**src/hdl/sedc_pkg.sv**
```systemverilog
/*
  Shared constants and types of the serial EEPROM command and status block.
  Assumes a 100 MHz APB clock.
*/
package sedc_pkg;
  // Clock period and the operation time-out.
  localparam int CLK_NS      = 10;
  localparam int TMO_MS      = 30;
  localparam int TMO_CYC     = TMO_MS * 1000000 / CLK_NS;
  // Half period of the serial clock, rounded up to whole cycles.
  localparam int SK_HALF_NS  = 500;
  localparam int SK_HALF_CYC = (SK_HALF_NS + CLK_NS - 1) / CLK_NS;
  // Register byte offsets.
  localparam logic [11:0] OFF_CMD  = 12'h000;
  localparam logic [11:0] OFF_DATA = 12'h004;
  localparam logic [11:0] OFF_ISTS = 12'h008;
  localparam logic [11:0] OFF_IMSK = 12'h00C;
  // Field positions of the command and status register.
  localparam int BUSY_BIT   = 31;
  localparam int OP_LSB     = 28;
  localparam int TMO_BIT    = 9;
  localparam int LOADED_BIT = 8;
  // Interrupt status and mask bits.
  localparam int IRQ_DONE_BIT = 0;
  localparam int IRQ_TMO_BIT  = 1;
  // Reset values, the valid-memory signature byte and the last reload index.
  localparam logic [7:0] ADDR_RST  = 8'h00;
  localparam logic [7:0] DATA_RST  = 8'h00;
  localparam logic [7:0] SIGNATURE = 8'hA5;
  localparam logic [2:0] LAST_IDX  = 3'h6;
  // Width of one serial frame: start bit, opcode, address, data.
  localparam int FRAME_W = 19;
  // Commands as software writes them.
  typedef enum logic [2:0] {
    OP_READ = 3'h0, OP_EWDS = 3'h1, OP_ERASE_WRITE_ENABLE_CMD = 3'h2, OP_WRITE = 3'h3,
    OP_WRITE_ALL_CMD = 3'h4, OP_ERASE = 3'h5, OP_ERASE_ALL_CMD = 3'h6, OP_RELOAD = 3'h7
  } sedc_op_t;
  // One serial frame with its handling flags.
  typedef struct packed {
    logic [4:0]         len;
    logic [FRAME_W-1:0] bits;
    logic               rx;
    logic               wait_rdy;
  } sedc_frame_t;
endpackage

```
**src/hdl/sedc_link.sv**
```systemverilog
/*
  Bit engine of the serial EEPROM link: shifts a frame out, reads a byte
  back or polls the data line for ready. Assumes the data line input comes
  straight from the pin; it passes a two-stage synchroniser here.
*/
`timescale 1ns/10ps
module sedc_link #(
  parameter int HALF = sedc_pkg::SK_HALF_CYC
) (
  // Clock and reset.
  input  wire logic                  pclk,
  input  wire logic                  presetn,
  // Requests from the sequencer.
  input  wire logic                  start,
  input  wire sedc_pkg::sedc_frame_t frame,
  input  wire logic                  abort,
  // Link pins.
  input  wire logic                  din,
  output logic                       sk,
  output logic                       cs,
  output logic                       dout,
  output logic                       doe,
  // Results.
  output logic                       done,
  output logic [7:0]                 rx_byte
);
  // The divider must fit its 16-bit counter, and the ready poll needs at
  // least four cycles in each half period.
  if (HALF < 4 || HALF > 65535)
  begin : g_chk
    $error("HALF out of range");
  end

  // Engine states.
  typedef enum logic [4:0] {
    E_IDLE = 5'h01, E_TX = 5'h02, E_RX = 5'h04, E_GAP = 5'h08, E_POLL = 5'h10
  } sedc_est_t;

  sedc_est_t                   st_r, st_nxt;     // Engine state.
  logic [15:0]                 div_r, div_nxt;   // Half-period divider.
  logic [sedc_pkg::FRAME_W-1:0] sh_r, sh_nxt;    // Outgoing shift register.
  logic [4:0]                  cnt_r, cnt_nxt;   // Bits left in this phase.
  logic                        rxen_r, rxen_nxt; // A byte follows the frame.
  logic                        wt_r, wt_nxt;     // Poll for ready afterwards.
  logic                        sk_nxt, cs_nxt, dout_nxt, doe_nxt, done_nxt;
  logic [7:0]                  rx_nxt;
  logic                        tick;             // End of a half period.
  logic                        din_s1_r, din_s2_r; // Data line synchroniser.

  assign tick = (div_r == 16'(HALF - 1));

  // Next-state logic; the data changes while the clock is low and the
  // memory samples on the rising edge.
  always_comb
  begin
    st_nxt   = st_r;
    div_nxt  = (st_r == E_IDLE || tick) ? 16'h0000 : div_r + 16'h0001;
    sh_nxt   = sh_r;
    cnt_nxt  = cnt_r;
    rxen_nxt = rxen_r;
    wt_nxt   = wt_r;
    sk_nxt   = sk;
    cs_nxt   = cs;
    dout_nxt = dout;
    doe_nxt  = doe;
    done_nxt = 1'b0;
    rx_nxt   = rx_byte;
    if (abort)
    begin
      // A time-out drops the link at once.
      st_nxt  = E_IDLE;
      sk_nxt  = 1'b0;
      cs_nxt  = 1'b0;
      doe_nxt = 1'b0;
    end
    else
    begin
      unique case (st_r)
        E_IDLE:
          if (start)
          begin
            sh_nxt   = frame.bits;
            cnt_nxt  = frame.len;
            rxen_nxt = frame.rx;
            wt_nxt   = frame.wait_rdy;
            cs_nxt   = 1'b1;
            doe_nxt  = 1'b1;
            dout_nxt = frame.bits[sedc_pkg::FRAME_W-1];
            st_nxt   = E_TX;
          end
        E_TX:
          if (tick && !sk)
            sk_nxt = 1'b1;
          else if (tick)
          begin
            // Falling edge: present the next bit.
            sk_nxt   = 1'b0;
            sh_nxt   = {sh_r[sedc_pkg::FRAME_W-2:0], 1'b0};
            dout_nxt = sh_r[sedc_pkg::FRAME_W-2];
            cnt_nxt  = cnt_r - 5'h01;
            if (cnt_r == 5'h01)
            begin
              doe_nxt  = 1'b0;
              dout_nxt = 1'b0;
              if (rxen_r)
              begin
                cnt_nxt = 5'h08;
                st_nxt  = E_RX;
              end
              else
              begin
                // Without a ready poll the command ends with its frame.
                cs_nxt   = 1'b0;
                done_nxt = !wt_r;
                st_nxt   = wt_r ? E_GAP : E_IDLE;
              end
            end
          end
        E_RX:
          if (tick && !sk)
          begin
            sk_nxt = 1'b1;
            rx_nxt = {rx_byte[6:0], din_s2_r};
          end
          else if (tick)
          begin
            sk_nxt  = 1'b0;
            cnt_nxt = cnt_r - 5'h01;
            if (cnt_r == 5'h01)
            begin
              cs_nxt   = 1'b0;
              done_nxt = 1'b1;
              st_nxt   = E_IDLE;
            end
          end
        E_GAP:
          if (tick)
          begin
            // Select is low for one half period before the ready poll.
            cs_nxt = 1'b1;
            st_nxt = E_POLL;
          end
        E_POLL:
          if (din_s2_r && div_r >= 16'h0003)                                   // RQ3
          begin
            // A high line means ready, or no memory and a pull-up. The first
            // cycles of each half period are skipped so that the synchroniser
            // never hands over the level from before select rose.
            cs_nxt   = 1'b0;
            done_nxt = 1'b1;
            st_nxt   = E_IDLE;
          end
        default:
          st_nxt = E_IDLE;
      endcase
    end
  end

  // State registers.
  always_ff @(posedge pclk or negedge presetn)
  begin
    if (!presetn)
    begin
      st_r    <= E_IDLE;
      div_r   <= 16'h0000;
      sh_r    <= '0;
      cnt_r   <= 5'h00;
      rxen_r  <= 1'b0;
      wt_r    <= 1'b0;
      sk      <= 1'b0;
      cs      <= 1'b0;
      dout    <= 1'b0;
      doe     <= 1'b0;
      done    <= 1'b0;
      rx_byte <= 8'h00;
      din_s1_r <= 1'b0;
      din_s2_r <= 1'b0;
    end
    else
    begin
      st_r    <= st_nxt;
      div_r   <= div_nxt;
      sh_r    <= sh_nxt;
      cnt_r   <= cnt_nxt;
      rxen_r  <= rxen_nxt;
      wt_r    <= wt_nxt;
      sk      <= sk_nxt;
      cs      <= cs_nxt;
      dout    <= dout_nxt;
      doe     <= doe_nxt;
      done    <= done_nxt;
      rx_byte <= rx_nxt;
      din_s1_r <= din;
      din_s2_r <= din_s1_r;
    end
  end
endmodule // sedc_link

```
**src/hdl/sedc_top.sv**
```systemverilog
/*
  Serial EEPROM command and status block with an APB register slave,
  a command sequencer with time-out, station address reload and interrupt.
  Assumes an APB master on pclk and a data line with external pull.
*/
// Chosen here: the APB interface to the registers and the register addresses.
// How it works
// RQ1 - Abandon operation after 30 ms, go idle
// RQ2 - Time-out sets status bit 9
// RQ3 - Pulled-high line: no time-out, busy clears
// RQ4 - Only erase and write kinds may time out
// RQ5 - Valid memory reload sets bit 8, clearable
// RQ6 - Bits 7-0 address the operation, reset 00h
// RQ7 - Byte register holds read or write data
// RQ8 - Software enables erase/write before erasing or writing
`timescale 1ns/10ps
module sedc_top #(
  parameter int TMO_CYCLES = sedc_pkg::TMO_CYC
) (
  // APB clock and reset.
  input  wire logic        pclk,
  input  wire logic        presetn,
  // APB slave.
  input  wire logic        psel,
  input  wire logic        penable,
  input  wire logic        pwrite,
  input  wire logic [11:0] paddr,
  input  wire logic [31:0] pwdata,
  output logic [31:0]      prdata,
  output logic             pready,
  output logic             pslverr,
  // Interrupt.
  output logic             irq,
  // Serial EEPROM link.
  output logic             eeprom_clk,
  output logic             eeprom_cs,
  input  wire logic        eeprom_serial_data_line_in,
  output logic             eeprom_serial_data_line_out,
  output logic             eeprom_serial_data_line_oe,
  // Station address loaded from the memory.
  output logic [47:0]      station_addr
);
  localparam int TW = $clog2(TMO_CYCLES + 1);
  if (TMO_CYCLES < 2)
  begin : g_chk
    $error("TMO_CYCLES too small");
  end
  // Sequencer states.
  typedef enum logic [2:0] {S_IDLE = 3'h1, S_OP = 3'h2, S_LOAD = 3'h4} sedc_st_t;
  // Builds the serial frame of a command.
  function automatic sedc_pkg::sedc_frame_t make_frame(input sedc_pkg::sedc_op_t op,
                                                       input logic [7:0] a, input logic [7:0] d);
    sedc_pkg::sedc_frame_t f;
    f = '0;
    f.len = 5'h0B;
    unique case (op)
      sedc_pkg::OP_WRITE: begin f.bits = {3'h5, a, d}; f.len = 5'h13; f.wait_rdy = 1'b1; end
      sedc_pkg::OP_ERASE: begin f.bits = {3'h7, a, 8'h00}; f.wait_rdy = 1'b1; end
      sedc_pkg::OP_ERASE_WRITE_ENABLE_CMD:  f.bits = {3'h4, 8'hC0, 8'h00};
      sedc_pkg::OP_EWDS:  f.bits = {3'h4, 8'h00, 8'h00};
      sedc_pkg::OP_WRITE_ALL_CMD:  begin f.bits = {3'h4, 8'h40, d}; f.len = 5'h13; f.wait_rdy = 1'b1; end
      sedc_pkg::OP_ERASE_ALL_CMD:  begin f.bits = {3'h4, 8'h80, 8'h00}; f.wait_rdy = 1'b1; end
      default:            begin f.bits = {3'h6, a, 8'h00}; f.rx = 1'b1; end
    endcase
    return f;
  endfunction
  // One-hot register select; bit 4 marks an unmapped address.
  function automatic logic [4:0] reg_sel(input logic [11:0] a);
    logic [4:0] s;
    unique case (a)
      sedc_pkg::OFF_CMD:  s = 5'h01;
      sedc_pkg::OFF_DATA: s = 5'h02;
      sedc_pkg::OFF_ISTS: s = 5'h04;
      sedc_pkg::OFF_IMSK: s = 5'h08;
      default:            s = 5'h10;
    endcase
    return s;
  endfunction
  sedc_st_t              st_r, st_nxt;           // Sequencer state.
  sedc_pkg::sedc_op_t    op_r, op_nxt;           // Command in progress.
  logic [TW-1:0]         tmo_r, tmo_nxt;         // Time-out counter.
  logic [2:0]            idx_r, idx_nxt;         // Reload byte index.
  logic                  boot_r, boot_nxt;       // Reload pending after reset.
  logic                  start_r, start_nxt;     // Engine start pulse.
  logic                  abort_r, abort_nxt;     // Engine abort pulse.
  sedc_pkg::sedc_frame_t frame_r, frame_nxt;     // Frame handed to the engine.
  logic [7:0]            addr_r, addr_nxt;       // Memory address field.
  logic [7:0]            data_r, data_nxt;       // Byte value register.
  logic                  tmo_flag_r, tmo_flag_nxt; // Time-out status.
  logic                  ld_r, ld_nxt;           // Address loaded status.
  logic [1:0]            ists_r, ists_nxt;       // Interrupt status.
  logic [1:0]            imsk_r, imsk_nxt;       // Interrupt mask.
  logic [47:0]           sta_nxt;
  logic [31:0]           prdata_nxt;
  logic                  pready_nxt, pslverr_nxt, irq_nxt;
  logic                  eng_done, tmo_hit, wr;  // Engine done, time-out, bus write.
  logic [7:0]            eng_rx;                 // Byte read by the engine.
  logic [4:0]            wsel;                   // Register selected by paddr.
  logic [1:0]            ev;                     // Events of this cycle.
  assign tmo_hit = (tmo_r == TW'(TMO_CYCLES - 1));
  assign wr      = psel && penable && pready && pwrite;
  assign wsel    = reg_sel(paddr);
  // Serial bit engine; it passes the raw data line through its own synchroniser.
  sedc_link #(
    .HALF (sedc_pkg::SK_HALF_CYC)
  ) u_link (
    .pclk    (pclk),        .presetn (presetn),
    .start   (start_r),     .frame   (frame_r),
    .abort   (abort_r),     .din     (eeprom_serial_data_line_in),
    .sk      (eeprom_clk),  .cs      (eeprom_cs),
    .dout    (eeprom_serial_data_line_out),
    .doe     (eeprom_serial_data_line_oe),
    .done    (eng_done),    .rx_byte (eng_rx)
  );
  // Sequencer, registers, bus answers and interrupt.
  always_comb
  begin
    st_nxt    = st_r;
    op_nxt    = op_r;
    tmo_nxt   = (st_r == S_IDLE || start_r) ? '0 : tmo_r + TW'(1);
    idx_nxt   = idx_r;
    boot_nxt  = boot_r;
    start_nxt = 1'b0;
    abort_nxt = 1'b0;
    frame_nxt = frame_r;
    addr_nxt  = addr_r;
    data_nxt  = data_r;
    sta_nxt   = station_addr;
    imsk_nxt  = imsk_r;
    ev        = 2'h0;
    tmo_flag_nxt = tmo_flag_r;
    ld_nxt    = ld_r;
    // Software writes come first so that hardware sets win over clears.
    if (wr && wsel[0])
    begin
      tmo_flag_nxt = tmo_flag_r & ~pwdata[sedc_pkg::TMO_BIT];
      ld_nxt       = ld_r & ~pwdata[sedc_pkg::LOADED_BIT];                   // RQ5
      if (st_r == S_IDLE)
        addr_nxt = pwdata[7:0];                                                // RQ6
    end
    if (wr && wsel[1] && st_r == S_IDLE)
      data_nxt = pwdata[7:0];                                                  // RQ7
    ists_nxt = (wr && wsel[2]) ? ists_r & ~pwdata[1:0] : ists_r;
    if (wr && wsel[3])
      imsk_nxt = pwdata[1:0];
    unique case (st_r)
      S_IDLE:
        if (boot_r || (wr && wsel[0] && pwdata[sedc_pkg::BUSY_BIT]))
        begin
          op_nxt    = boot_r ? sedc_pkg::OP_RELOAD
                             : sedc_pkg::sedc_op_t'(pwdata[sedc_pkg::OP_LSB+:3]);
          boot_nxt  = 1'b0;
          start_nxt = 1'b1;
          if (op_nxt == sedc_pkg::OP_RELOAD)
          begin
            idx_nxt   = 3'h0;
            frame_nxt = make_frame(sedc_pkg::OP_READ, 8'h00, 8'h00);
            st_nxt    = S_LOAD;
          end
          else
          begin
            // The frame takes the address written with the command and the byte as it stands now.
            frame_nxt = make_frame(op_nxt, addr_nxt, data_nxt);               // RQ6 RQ4
            st_nxt    = S_OP;
          end
        end
      S_OP, S_LOAD:
        if (eng_done)
        begin
          st_nxt = S_IDLE;
          ev[sedc_pkg::IRQ_DONE_BIT] = 1'b1;
          if (st_r == S_OP && op_r == sedc_pkg::OP_READ)
            data_nxt = eng_rx;                                                 // RQ7
          else if (st_r == S_LOAD && (idx_r != 3'h0 || eng_rx == sedc_pkg::SIGNATURE))
          begin
            if (idx_r != 3'h0)
              sta_nxt = {station_addr[39:0], eng_rx};
            if (idx_r == sedc_pkg::LAST_IDX)
              ld_nxt = 1'b1;                                                   // RQ5
            else
            begin
              idx_nxt   = idx_r + 3'h1;
              frame_nxt = make_frame(sedc_pkg::OP_READ, {5'h00, idx_nxt}, 8'h00);
              start_nxt = 1'b1;
              st_nxt    = S_LOAD;
              ev        = 2'h0;
            end
          end
        end
        else if (tmo_hit)
        begin
          // No answer in time: give up and report it.
          abort_nxt    = 1'b1;                                                 // RQ1
          st_nxt       = S_IDLE;                                               // RQ1
          tmo_flag_nxt = 1'b1;                                                 // RQ2
          ev[sedc_pkg::IRQ_TMO_BIT] = 1'b1;
        end
      default:
        st_nxt = S_IDLE;
    endcase
    ists_nxt = ists_nxt | ev;
    irq_nxt  = |(ists_nxt & imsk_nxt);
    // Read data and error are prepared in the setup cycle.
    pready_nxt  = psel && !penable;
    pslverr_nxt = psel && !penable && wsel[4];
    prdata_nxt  = 32'h0000_0000;
    if (psel && !penable && !pwrite)
      unique case (1'b1)
        wsel[0]: prdata_nxt = {st_r != S_IDLE, op_r, 18'h00000, tmo_flag_r, ld_r, addr_r};
        wsel[1]: prdata_nxt = {24'h000000, data_r};
        wsel[2]: prdata_nxt = {30'h00000000, ists_r};
        wsel[3]: prdata_nxt = {30'h00000000, imsk_r};
        default: prdata_nxt = 32'h0000_0000;
      endcase
  end
  // Registers of this block.
  always_ff @(posedge pclk or negedge presetn)
  begin
    if (!presetn)
    begin
      st_r         <= S_IDLE;
      op_r         <= sedc_pkg::OP_READ;
      tmo_r        <= '0;
      idx_r        <= 3'h0;
      boot_r       <= 1'b1;
      start_r      <= 1'b0;
      abort_r      <= 1'b0;
      frame_r      <= '0;
      addr_r       <= sedc_pkg::ADDR_RST;                                      // RQ6
      data_r       <= sedc_pkg::DATA_RST;
      tmo_flag_r   <= 1'b0;
      ld_r         <= 1'b0;
      ists_r       <= 2'h0;
      imsk_r       <= 2'h0;
      station_addr <= 48'h0000_0000_0000;
      prdata       <= 32'h0000_0000;
      pready       <= 1'b0;
      pslverr      <= 1'b0;
      irq          <= 1'b0;
    end
    else
    begin
      st_r         <= st_nxt;
      op_r         <= op_nxt;
      tmo_r        <= tmo_nxt;
      idx_r        <= idx_nxt;
      boot_r       <= boot_nxt;
      start_r      <= start_nxt;
      abort_r      <= abort_nxt;
      frame_r      <= frame_nxt;
      addr_r       <= addr_nxt;
      data_r       <= data_nxt;
      tmo_flag_r   <= tmo_flag_nxt;
      ld_r         <= ld_nxt;
      ists_r       <= ists_nxt;
      imsk_r       <= imsk_nxt;
      station_addr <= sta_nxt;
      prdata       <= prdata_nxt;
      pready       <= pready_nxt;
      pslverr      <= pslverr_nxt;
      irq          <= irq_nxt;
    end
  end
endmodule // sedc_top
```
**config.mk**
```make
export PLATFORM = sky130hd
export DESIGN_NAME = sedc_top
export DESIGN_NICKNAME = d
export VERILOG_FILES = /design/src/hdl/sedc_pkg.sv /design/src/hdl/sedc_link.sv /design/src/hdl/sedc_top.sv
export SDC_FILE = /design/constraint.sdc
export NUM_CORES = 1
export LEC_CHECK = 0
export BUFFER_PORTS_ARGS = -buffer_cell sky130_fd_sc_hd__buf_4
export CELL_PAD_IN_SITES_DETAIL_PLACEMENT = 0
export CELL_PAD_IN_SITES_GLOBAL_PLACEMENT = 2
export CORE_MARGIN = 2
export CORE_UTILIZATION = 37
export CTS_CLUSTER_DIAMETER = 40
export DETAILED_ROUTE_END_ITERATION = 8
export HOLD_SLACK_MARGIN = 0.02
export PLACE_DENSITY_LB_ADDON = 0.2
export SLEW_MARGIN = 20
export SYNTH_ARGS = -nofsm -noshare
export SYNTH_HDL_FRONTEND = slang
export SYNTH_SLANG_ARGS = --single-unit
```
**constraint.sdc**
```tcl
create_clock -name pclk -period 2.5 [get_ports pclk]
set_input_delay 0.5 -clock pclk [delete_from_list [all_inputs] [get_ports pclk]]
set_output_delay 0.5 -clock pclk [all_outputs]
set_load 0.02 [all_outputs]
```
==> reports/metrics.yaml <==
logic_synthesis:
  synth_edf_count: 0
  yosysSeqAreaShare: 0.552
  synth_cells: 850
  synthDistinctLibCells: 66
  synth_ff_type: "dfrtp_1"
  ys_async_sr_fraction: 1.00
  syn_area_um2: 9300
  avgSynthCellArea_um2: 10.9
  yosys_warnings: 0
  ys_ff_latch: 205
cells_and_area:
  finalNetCount: 1057
  fin_cells: 1357
  areaGrowthSynthToFinish_pct: 29.4
  n_fill_cell: 2337
  drive_gt1_frac: 0.299
  antenna_cells: 0
pwr:
  vdd_drop_max_mv: 0.466
  p_per_area_nw_per_um2: 812
  p_leak_uw: 0.00569
setup_path:
  max_stage_delay_ns: 0.41
  worstPathRequired_ns: 2.89
  worstPathCellList: "nor4_1 > buf_4 > nand3_1 > or3_4 > nor3_4 > buf_12 > mux2_2"
  start_kind: "flip-flop"
  crit_type: "reg2reg"
  cp_max_fo: 8
  cp.arrival_ns: 2.68
  cp-end-kind: "flip-flop"
  crit_path_top_delay_cell: "or3_4"
outcome:
  outcome: "complete, no violations"
route:
  wl_per_cell_um: 16.2
  first_iter_violations: 285
  detail_route.first_pass.iterations: 4
  drc: 0
  wirelength_mm: 22.0
  antenna_left: 0
  viasPerCell: 4.93
  vias: 6690
clock_tree:
  clk_latency_ns: 0.52
  clk_transition_reported_paths_ns: 0.05
  cts_buffers: 37
  cts_root_buffer: "clkbuf_16"
  post_cts_buffers: 0
  clk_path_buf_depth: 3
  clock-sinks: 205
  cts.htree.levels: 2
  cts_tree: "done"
floorplanning:
  rows: 58
  die_h_um: 163
  die-area_um2: 26400
  start_util: 0.374
  core_area_um2: 24900
  fp.dieW_um: 163
  io_pins: 137
place:
  dp_hpwl_mm: 15.2
  place_congestion: 0.776
  portBuffers: 100
  dp.cells: 1289
sta:
  finalSetupViolations: 0
  layout_min_cycle_time_ns: 2.29
  max_freq_ghz: 0.437
  relSlewSlack: 0.530
  min_period_over_period: 0.915
  finalHoldViolations: 0
  fin_skew_ns: 0.0159
  tightest_slew_ns: 0.703
  setup_tns_ns: 0
  slew_violations: 0
  grt_setup_unrepaired: "false"
run:
  max_cap_viol_count: 0
global_routing:
  grt.total_usage: 0.172
  grt_start_max_net_pins: 64
  grt_pass1_vias: 6730
  grt_pass1_wl_mm: 36.4
  grt_overflow: 0
  antenna_found_initial: 0
worst_hold_path:
  hp-class: "in2reg"
## where the power goes
group	total (uW)	switching (uW)	internal [uW]
Clock	5400	1770	3630
Combinational	905	559	346
Sequential	3460	72.4	3390
## worst paths after layout
check | from | slack, ns | depth (start not counted) | to
min in group asynchronous | presetn | 0.55 | 2 | u_link.div_r[13]
hold reg to reg | u_link.din_s1_r | 0.34 | 0 | u_link.din_s2_r
max in group asynchronous | presetn | 1.21 | 3 | u_link.st_r[0]
setup / recovery | u_link.div_r[13] | 0.21 | 7 | u_link.rx_byte[3]
hold / removal | eeprom_serial_data_line_in | 0.1 | 1 | u_link.din_s1_r
setup reg to reg | u_link.div_r[13] | 0.21 | 7 | u_link.rx_byte[3]
## kinds of logic (layout without fill, tap and decap cells)
| group | Yosys count | in the layout | synth area share |
|---|---|---|---|
| compound gates | 111 | 111 | 0.0776 |
| other cells | 1 | 18 | 0.000403 |
| fa+ha+maj | 8 | 8 | 0.0108 |
| xor+xnor | 37 | 37 | 0.0348 |
| mux | 91 | 91 | 0.110 |
| buf+inv | 68 | 228 | 0.0373 |
| flops | 205 | 205 | 0.552 |
| simple gates | 329 | 329 | 0.177 |
## Yosys cell counts (4+ instances only)
cell type	n	share of area
buf_2	9	0.0048
a22o_1	4	0.0038
o21ai_1	6	0.0032
nand4_1	13	0.0087
inv_1	19	0.0077
o21a_1	4	0.0032
nor4_1	6	0.0040
and3_1	6	0.0040
and2_1	8	0.0054
nor2b_1	9	0.0061
nand2b_1	8	0.0054
nand2_1	103	0.042
nor4_2	4	0.0054
a31oi_1	21	0.014
or3_1	10	0.0067
clkbuf_1	16	0.0065
buf_4	19	0.015
ha_1	8	0.011
nand3_1	24	0.013
xor2_1	27	0.025
nor3_1	8	0.0043
dfrtp_1	202	0.54
o21ai_0	32	0.017
mux2_2	71	0.086
nor2_1	99	0.040
a21oi_1	22	0.012
and4_1	6	0.0057
mux2i_1	16	0.017
xnor2_1	10	0.0094
## cells in the final DEF, fill, tap and decap left out, types with 4 or more instances in the layout
cell	Yosys	final
dfrtp_1	202	202
buf_4	19	132
nand2_1	103	102
nor2_1	99	99
mux2_2	71	71
clkbuf_16	0	38
o21ai_0	32	32
xor2_1	27	27
nand3_1	24	24
a21oi_1	22	21
a31oi_1	21	21
inv_1	19	19
conb_1	1	18
mux2i_1	16	16
nand4_1	13	13
or3_1	10	10
xnor2_1	10	10
nor2b_1	9	9
nor3_1	8	8
nand2b_1	8	8
and2_1	8	8
ha_1	8	8
clkbuf_8	0	8
buf_12	0	7
nor4_1	6	6
and3_1	6	6
and4_1	6	6
o21ai_1	6	6
bufinv_16	0	6
clkinv_4	0	5
nor4_2	4	4
o21a_1	4	4
a22o_1	4	4
clkinv_2	0	4
## timing repair
item / in CTS / in global routing
hold buffers: 1 / 0
setup endpoints to repair: 0 / 1
endpoints found under the hold margin: 30 / 0
gates resized for setup: 0 / 1
## sequential cells by signal (all words and copies together), names as in the netlist, 5 cells and up
signal	flops
addr_r	8
data_r	8
frame_r	23
prdata	14
station_addr	48
tmo_r	22
u_link.cnt_r	5
u_link.div_r	16
u_link.rx_byte	8
u_link.sh_r	18
u_link.st_r	5
## worst max-delay path, delay by kind of cell (launching register included)
kind                   cells  cell delay (ns)
and+or+nand+nor            4             1.09
muxes                      1             0.33
buffers and inverters      2             0.33
DFF                        1             0.40
## area by class of cell
| type | count | area (um2) | area share |
|---|---|---|---|
| timing repair buffer | 141 | 1150 | 0.0960 |
| inverter | 20 | 75.1 | 0.00624 |
| multi-input combinational | 594 | 3890 | 0.324 |
| sequential | 205 | 5130 | 0.427 |
| tap | 330 | 413 | 0.0343 |
| clock inverter | 21 | 313 | 0.0260 |
| clock buffer | 46 | 1050 | 0.0873 |
## through the flow
step | util | worst slack [ns] | instance area (um2) | hold slack [ns] | total power [uW]
detailed placement | 0.428 | 0.00869 | 10700 | 0.340 | 4430
floorplan | - | 0.147 | 9360 | 0.204 | 4060
CTS | 0.483 | 0.154 | 12000 | 0.0705 | 9920
global placement | 0.428 | 0.0341 | 10700 | 0.335 | 4440
global route | 0.484 | 0.0540 | 12000 | 0.0765 | 10200
finish | 0.484 | 0.213 | 12000 | 0.0987 | 9770
## metal layers
layer | wire length [um] | track usage | vias up
li1 | - | - | 3233
met1 | 10800 | 0.251 | 3287
met2 | 9860 | 0.257 | 131
met3 | 903 | 0.0331 | 39
met4 | 462 | 0.0559 | 0
met5 | 0 | 0 | -
No activity file was read; power rests on OpenSTA's default activity.
